$ cat config.mk
export PLATFORM = sky130hd
export DESIGN_NAME = ddsw_device_flat
export DESIGN_NICKNAME = d
export VERILOG_FILES = /design/src/hdl/ddsw_pkg.sv /design/src/hdl/ddsw_link_if.sv /design/src/hdl/ddsw_device.sv /design/src/hdl/ddsw_sync.sv /design/src/flat_wrapper.sv
export SDC_FILE = /design/constraint.sdc
export NUM_CORES = 1
export LEC_CHECK = 0
export BUFFER_PORTS_ARGS = -buffer_cell sky130_fd_sc_hd__buf_2
export CAP_MARGIN = 20
export CORE_MARGIN = 2
export CORE_UTILIZATION = 31
export DETAILED_ROUTE_END_ITERATION = 6
export GPL_ROUTABILITY_DRIVEN = 0
export PLACE_DENSITY = 0.52
export SYNTH_ARGS = -nofsm -noshare
export SYNTH_HDL_FRONTEND = slang
export SYNTH_HIERARCHICAL = 1
export SYNTH_SLANG_ARGS = --single-unit
$ cat constraint.sdc
create_clock -name pclk -period 2.95 [get_ports pclk]
set_clock_uncertainty 0.15 [all_clocks]
set_input_delay 0.1475 -clock pclk [delete_from_list [all_inputs] [get_ports pclk]]
set_output_delay 0.1475 -clock pclk [all_outputs]
set_load 0.05 [all_outputs]
$ cat src/hdl/ddsw_pkg.sv
// Constants, field layout and power-down modes of the dual converter write link.
// Assumes both link ends and the bench run on pclk at 100 MHz.

package ddsw_pkg;

    // Frame layout
    localparam int FRAME_BITS = 24;
    localparam int DATA_W = 16;
    localparam int CNT_W = 5;
    localparam logic [CNT_W-1:0] CNT_LAST = CNT_W'(FRAME_BITS - 1);
    localparam int RSV_HI_BIT = 23;
    localparam int RSV_LO_BIT = 22;
    localparam int LOAD_B_BIT = 21;
    localparam int LOAD_A_BIT = 20;
    localparam int DONT_CARE_BIT = 19;
    localparam int SEL_BIT = 18;
    localparam int PD_HI_BIT = 17;
    localparam int PD_LO_BIT = 16;
    localparam logic [DATA_W-1:0] CODE_ZERO = 16'h0000;

    // Output stage modes
    typedef enum logic [1:0] {
        PD_NORMAL = 2'b00,
        PD_1K = 2'b01,
        PD_100K = 2'b10,
        PD_HIZ = 2'b11
    } ddsw_pd_mode_type;

    // Timing
    localparam int CLK_PERIOD_NS = 10;
    localparam int T_GAP_NS = 100;
    localparam int T_SYNC_HIGH_NS = 50;
    localparam int GAP_CYC = (T_GAP_NS + CLK_PERIOD_NS - 1) / CLK_PERIOD_NS;
    localparam int SYNC_HIGH_CYC = (T_SYNC_HIGH_NS + CLK_PERIOD_NS - 1) / CLK_PERIOD_NS;

    // Synchroniser reset image of {sync_n, sclk, din}
    localparam logic [2:0] LINK_RST = 3'h4;

    // Host controller registers
    localparam int ADDR_W = 8;
    localparam logic [ADDR_W-1:0] REG_CMD = 8'h00;
    localparam logic [ADDR_W-1:0] REG_STATUS = 8'h04;
    localparam logic [ADDR_W-1:0] REG_DIV = 8'h08;
    localparam int ST_BUSY_BIT = 0;
    localparam int ST_DROP_BIT = 1;
    localparam logic [7:0] DIV_RST = 8'h06;

endpackage

$ cat src/hdl/ddsw_link_if.sv
// Three-wire write link between host controller and converter.
// Assumes the host drives every wire; the device only listens.
`timescale 1ns/100ps
`default_nettype none

interface ddsw_link_if;
    logic sync_n;
    logic sclk;
    logic din;

    modport host (output sync_n, output sclk, output din);
    modport device (input sync_n, input sclk, input din);
endinterface

`default_nettype wire

$ cat src/hdl/ddsw_device.sv
// Converter end: serial input register, command decode, buffers and
// converter registers for two channels, plus the output stage mode.
// Assumes link wires are asynchronous to pclk and far slower than it.
`timescale 1ns/100ps
`default_nettype none

module ddsw_device
    import ddsw_pkg::*;
(
    input wire logic pclk,
    input wire logic presetn,
    ddsw_link_if.device link,
    output logic [DATA_W-1:0] analog_out_a_code,
    output logic [DATA_W-1:0] analog_out_b_code,
    output logic [1:0] pwrdn_mode_a,
    output logic [1:0] pwrdn_mode_b,
    output logic amp_on_a,
    output logic amp_on_b,
    output logic frame_done,
    output logic frame_abort,
    output logic reserved_err
);
    typedef struct packed {
        logic sclk_prev;
        logic [FRAME_BITS-1:0] shreg;
        logic [CNT_W-1:0] cnt;
        logic locked;
        logic [DATA_W-1:0] buf_a;
        logic [DATA_W-1:0] buf_b;
        logic [1:0] bpd_a;
        logic [1:0] bpd_b;
        logic [DATA_W-1:0] dac_a;
        logic [DATA_W-1:0] dac_b;
        logic [1:0] pd_a;
        logic [1:0] pd_b;
        logic amp_a;
        logic amp_b;
        logic done;
        logic abort;
        logic rsv_err;
    } ddsw_dev_state_type;

    ddsw_dev_state_type r;
    ddsw_dev_state_type next_r;

    logic [2:0] link_s;
    logic s_sync_n;
    logic s_sclk;
    logic s_din;
    logic fall;
    logic [FRAME_BITS-1:0] word;
    logic load_a;
    logic load_b;
    logic sel_b;
    logic [1:0] pd_bits;

    // All three wires enter through two flops before any logic
    ddsw_sync #(
        .W(3),
        .RST(LINK_RST)
    ) u_sync (
        .pclk(pclk),
        .presetn(presetn),
        .d({link.sync_n, link.sclk, link.din}),
        .q(link_s)
    );

    // Synchronised levels, aligned to one another
    assign s_sync_n = link_s[2];
    assign s_sclk = link_s[1];
    assign s_din = link_s[0];

    // Falling serial clock, found from the synchronised level
    assign fall = r.sclk_prev & ~s_sclk;

    // Word as it stands once the current bit is shifted in
    assign word = {r.shreg[FRAME_BITS-2:0], s_din};

    // Control byte above the data half; bit 19 is deliberately never read
    assign load_a = word[LOAD_A_BIT];
    assign load_b = word[LOAD_B_BIT];
    assign sel_b = word[SEL_BIT];
    assign pd_bits = word[PD_HI_BIT:PD_LO_BIT];

    // Frame tracking, decode and update
    always_comb begin
        next_r = r;
        next_r.done = 1'h0;
        next_r.abort = 1'h0;
        next_r.rsv_err = 1'h0;
        next_r.sclk_prev = s_sclk;
        if (s_sync_n) begin
            // High sync ends any frame; partial ones change no buffer but pulse abort
            next_r.abort = (r.cnt != '0) & ~r.locked;
            next_r.shreg = '0;
            next_r.cnt = '0;
            next_r.locked = 1'h0;
        end else if (fall && !r.locked) begin
            // Low sync opens the register for shifting
            next_r.shreg = word;
            next_r.cnt = r.cnt + 1'h1;
            if (r.cnt == CNT_LAST) begin
                // Last bit: lock and execute at once, sync rise not awaited
                next_r.locked = 1'h1;
                next_r.done = 1'h1;
                next_r.rsv_err = |word[RSV_HI_BIT:RSV_LO_BIT];
                // Data word into the chosen buffer with its mode bits
                if (sel_b) begin
                    next_r.buf_b = word[DATA_W-1:0];
                    next_r.bpd_b = pd_bits;
                end else begin
                    next_r.buf_a = word[DATA_W-1:0];
                    next_r.bpd_a = pd_bits;
                end
                // Loads read the freshly written buffers, so both
                // channels may move together in one frame
                if (load_a) begin
                    next_r.dac_a = next_r.buf_a;
                    next_r.pd_a = next_r.bpd_a;
                    next_r.amp_a = (next_r.bpd_a == PD_NORMAL);
                end
                if (load_b) begin
                    next_r.dac_b = next_r.buf_b;
                    next_r.pd_b = next_r.bpd_b;
                    next_r.amp_b = (next_r.bpd_b == PD_NORMAL);
                end
            end
        end
    end

    // Power-on state: zero-scale, normal mode, amplifier running
    always_ff @(posedge pclk or negedge presetn) begin
        if (!presetn) begin
            r.sclk_prev <= 1'h0;
            r.shreg <= '0;
            r.cnt <= '0;
            r.locked <= 1'h0;
            r.buf_a <= CODE_ZERO;
            r.buf_b <= CODE_ZERO;
            r.bpd_a <= PD_NORMAL;
            r.bpd_b <= PD_NORMAL;
            r.dac_a <= CODE_ZERO;
            r.dac_b <= CODE_ZERO;
            r.pd_a <= PD_NORMAL;
            r.pd_b <= PD_NORMAL;
            r.amp_a <= 1'h1;
            r.amp_b <= 1'h1;
            r.done <= 1'h0;
            r.abort <= 1'h0;
            r.rsv_err <= 1'h0;
        end else begin
            r <= next_r;
        end
    end

    // Codes leave as plain unsigned binary; output = ref * code / 65536
    assign analog_out_a_code = r.dac_a;
    assign analog_out_b_code = r.dac_b;
    // Mode drives the output switch: 1k, 100k or open network
    assign pwrdn_mode_a = r.pd_a;
    assign pwrdn_mode_b = r.pd_b;
    assign amp_on_a = r.amp_a;
    assign amp_on_b = r.amp_b;
    assign frame_done = r.done;
    assign frame_abort = r.abort;
    assign reserved_err = r.rsv_err;
endmodule

`default_nettype wire

$ cat src/hdl/ddsw_sync.sv
// Two-stage synchroniser for a bundle of asynchronous levels.
// Assumes each bit is an independent slow level relative to pclk.
`timescale 1ns/100ps
`default_nettype none

module ddsw_sync
    import ddsw_pkg::*;
#(
    parameter int W = 3,
    parameter logic [W-1:0] RST = '0
) (
    input wire logic pclk,
    input wire logic presetn,
    input wire logic [W-1:0] d,
    output logic [W-1:0] q
);
    typedef struct packed {
        logic [W-1:0] first;
        logic [W-1:0] second;
    } ddsw_sync_state_type;

    ddsw_sync_state_type r;
    ddsw_sync_state_type next_r;

    if (W < 1) begin : g_check
        $error("ddsw_sync needs W of at least one");
    end

    // First stage feeds only the second
    always_comb begin
        next_r = r;
        next_r.first = d;
        next_r.second = r.first;
    end

    always_ff @(posedge pclk or negedge presetn) begin
        if (!presetn) begin
            r <= {RST, RST};
        end else begin
            r <= next_r;
        end
    end

    assign q = r.second;
endmodule

`default_nettype wire
$ cat src/flat_wrapper.sv
// flat-port wrapper written by rule: the top's interface ports become plain ports
module ddsw_device_flat import ddsw_pkg::*;
  (pclk, presetn, analog_out_a_code, analog_out_b_code, pwrdn_mode_a, pwrdn_mode_b, amp_on_a, amp_on_b, frame_done, frame_abort, reserved_err, link_sync_n, link_sclk, link_din);
  ddsw_link_if link_i ();
  input wire logic pclk;
  input wire logic presetn;
  output logic [DATA_W-1:0] analog_out_a_code;
  output logic [DATA_W-1:0] analog_out_b_code;
  output logic [1:0] pwrdn_mode_a;
  output logic [1:0] pwrdn_mode_b;
  output logic amp_on_a;
  output logic amp_on_b;
  output logic frame_done;
  output logic frame_abort;
  output logic reserved_err;
  input wire logic [$bits(link_i.sync_n)-1:0] link_sync_n;
  input wire logic [$bits(link_i.sclk)-1:0] link_sclk;
  input wire logic [$bits(link_i.din)-1:0] link_din;
  assign link_i.sync_n = link_sync_n;
  assign link_i.sclk = link_sclk;
  assign link_i.din = link_din;
  ddsw_device u_core (.pclk(pclk), .presetn(presetn), .link(link_i), .analog_out_a_code(analog_out_a_code), .analog_out_b_code(analog_out_b_code), .pwrdn_mode_a(pwrdn_mode_a), .pwrdn_mode_b(pwrdn_mode_b), .amp_on_a(amp_on_a), .amp_on_b(amp_on_b), .frame_done(frame_done), .frame_abort(frame_abort), .reserved_err(reserved_err));
endmodule
==> results.json <==
{
  "synth_fp_nets": 394,
  "min_period_ps": 2380,
  "route.detailed.vias_per_inst": 4.49,
  "grt_setup_unrepaired": "false",
  "die_w_um": 132,
  "synth_top_area_share_pct": 53.7,
  "initial_core_util_pct": 31.8,
  "overflow": 0,
  "setup_viol": 0,
  "cts_made_buffers": 17,
  "share_of_cells_above_drive_strength_1_pct": 50.1,
  "worst_ep_arrival_time_ps": 2520,
  "preCtsSetupSlack_ps": 544,
  "maxSlewHeadroom_pct": 57.8,
  "layout.filler_cells": 1542,
  "leakagePower_nw": 2.91,
  "hold_slack_ps": 115,
  "die_h_um": 132,
  "initialDrtViolationCount": 140,
  "placement.io_buffers": 45,
  "worstSkewPairLatency_ps": 410,
  "synth_area_per_cell_um2": 13.1,
  "clk_transition_reported_paths_ps": 50,
  "post_synth_instance_area_um2": 5080,
  "critPathLaunchType": "flip-flop",
  "synth_seq_area_share_pct": 55.8,
  "synth.top_cells.by_count": "109 x sky130_fd_sc_hd__dfrtp_1, 100 x sky130_fd_sc_hd__mux2_2, 50 x sky130_fd_sc_hd__nand2_1",
  "grt_antenna_before_repair": 0,
  "grt_pass1_vias": 3070,
  "biggest_area_consumer_among_synthesized_cells": "sky130_fd_sc_hd__dfrtp_1",
  "critical_path_required_ps": 3090,
  "floorplan.io_pins": 46,
  "area_growth_syn_to_layout_pct": 18.1,
  "synth.most_common_cell": "sky130_fd_sc_hd__dfrtp_1",
  "wire_length_of_the_first_global_routing_pass_mm": 17.0,
  "clock_tree.htree_level_count": 4,
  "outcome": "finished, final reports clean",
  "crit_path_max_fanout": 11,
  "numnets_final": 423,
  "worst_ir_drop_vdd_mv": 0.412,
  "num_rows": 46,
  "routed_wirelength_mm": 10.0,
  "crit_path_end_kind": "flip-flop",
  "route.detailed.drc": 0,
  "place_hpwl_mm": 6.53,
  "post-route-period-util_pct": 80.8,
  "criticalPathCategory": "reg -> reg",
  "postSynthCellCount": 387,
  "critical-path-max-stage-delay_ps": 640,
  "clockRootBuffer": "sky130_fd_sc_hd__clkbuf_16",
  "route.met2.wl_mm": 4.85,
  "finalMaxSlewViolations": 0,
  "grt_max_degree": 53,
  "core_region_area_um2": 15900,
  "synthFlopType": "sky130_fd_sc_hd__dfrtp_1",
  "max_capacitance_violation_count": 0,
  "crit_path_cell_trace": "or3b_1 > nor4_4 > buf_4 > mux2_2",
  "synth_area_leaders": "sky130_fd_sc_hd__dfrtp_1 54%, sky130_fd_sc_hd__mux2_2 22%, sky130_fd_sc_hd__buf_4 5.3%, sky130_fd_sc_hd__nand2_1 3.7%, sky130_fd_sc_hd__mux2_4 3.0%",
  "max-clock-path-buffers": 2,
  "totalNegativeSetupSlack_ps": 0,
  "met3_length_um": 267,
  "cp_top_family": "simple AND/OR/NAND/NOR gates",
  "drt_pass1_iterations": 4,
  "fin_ws_ps": 566,
  "synth_enable_flop_cells": 0,
  "wl_per_cell_um": 15.5,
  "worstHoldPathType": "in -> async",
  "critical_path.slowest_cell": "sky130_fd_sc_hd__or3b_1",
  "final_antenna_net_count": 0,
  "synthesis.yosys.warnings": 6,
  "worst_pin_slew_ps": 633,
  "fmax_mhz": 420,
  "dr_total_vias": 2897,
  "clock_sink_count": 113,
  "synth_async_sr_flop_share_pct": 100,
  "tritoncts": "yes",
  "power.total_mw": 3.73,
  "power.density_cell_area_nw_per_um2": 623,
  "timing_hold_violations_final": 0,
  "synth_cell_types": 28,
  "global_route.usage.total_pct": 12.5,
  "highest-signal-layer": "met4",
  "post-cts-setup-buffers": 0,
  "flip_flop_and_latch_count_after_synthesis": 113,
  "antenna_diode_count": 0,
  "detail_route.wirelength.met1_mm": 4.71,
  "dieArea_um2": 17400,
  "critPathBufInv": 1
}
layout make-up:
| type | instances | area [µm²] | share of cell area [%] |
|---|---|---|---|
| Clock buffer | 19 | 453 | 7.55 |
| Clock inverter | 13 | 161 | 2.69 |
| Inverter | 5 | 18.8 | 0.313 |
| Multi-Input combinational cell | 214 | 1860 | 31.0 |
| Sequential cell | 113 | 2830 | 47.3 |
| Tap cell | 216 | 270 | 4.51 |
| Timing Repair Buffer | 65 | 400 | 6.68 |
kinds of logic after synthesis:
logic type	Yosys count	share of synthesized area [%]
flops	113	55.8
compound gates	34	3.57
simple gates	68	7.29
buf+inv	60	7.71
fa+ha+maj	2	0.493
mux	110	25.1
path summary, 6_finish.rpt:
path | to | slack, ps | start | depth (start not counted)
setup / recovery | u_core/analog_out_b_code[9]$_DFFE_PN0P_ | 570 | u_core/r[77]$_DFFE_PN0P_ | 4
hold / removal | u_core/pwrdn_mode_a[1]$_DFFE_PN0P_ | 120 | presetn | 2
setup reg to reg | u_core/analog_out_b_code[9]$_DFFE_PN0P_ | 570 | u_core/r[77]$_DFFE_PN0P_ | 4
hold reg to reg | u_core/u_sync/q[0]$_DFF_PN0_ | 200 | u_core/u_sync/next_r[0]$_DFF_PN0_ | 0
max in group asynchronous | u_core/u_sync/next_r[2]$_DFF_PN1_ | 1820 | presetn | 3
min in group pclk | u_core/u_sync/q[0]$_DFF_PN0_ | 200 | u_core/u_sync/next_r[0]$_DFF_PN0_ | 0
per-layer routing:
metal	GRT usage, %	vias to the layer above
li1	-	1359
met1	16.2	1479
met2	19.8	41
met3	3.31	18
met4	5.13	0
met5	0	-
where the power goes:
group	leakage, nW	switching (mW)	internal (mW)	total (mW)
registers	1.55	0.0102	1.56	1.57
clock network	0.291	0.714	1.37	2.08
logic	1.07	0.0588	0.0196	0.0784
total	2.91	0.783	2.95	3.73
per-stage QoR:
step                util (%)  area (µm²)  instances
finish                  37.6        6000        645
global route            37.6        6000        645
CTS                     37.6        6000        645
detailed placement      33.5        5340        609
global placement        33.5        5340        609
floorplan                  -        5080        387
state kept, by name (all words and copies together), names as in the netlist:
| register | flops |
|---|---|
| u_core/analog_out_a_code | 16 |
| u_core/pwrdn_mode_b | 2 |
| u_core/frame_abort | 1 |
| u_core/load_a | 1 |
| u_core/reserved_err | 1 |
| u_core/amp_on_a | 1 |
| u_core/analog_out_b_code | 16 |
| u_core/frame_done | 1 |
| u_core/pwrdn_mode_a | 2 |
| u_core/pd_bits | 2 |
| u_core/load_b | 1 |
| u_core/amp_on_b | 1 |
| u_core/u_sync/next_r | 3 |
| u_core/r | 62 |
| u_core/u_sync/q | 3 |
cells in the final DEF (no fill, tap or decap), drive strengths merged:
cell,count
o21ba,1
nand2,50
o21a,1
nor3,1
clkinvlp,4
bufinv,3
nor3b,2
nand2b,1
or3b,1
nor4b,2
clkinv,6
nand4b,1
a21oi,28
dlygate4sd3,4
o32ai,1
nor2,2
inv,5
buf,61
mux2,110
or3,3
dfstp,4
dfrtp,109
clkbuf,19
ha,2
o21ai,3
nor4,3
nand3,2
what timing repair did:
action                                 in CTS  in global routing
gates resized for setup                     0                  0
endpoints found under the hold margin      40                  0
hold buffers                                4                  0
(Power assumes the default switching activity.)
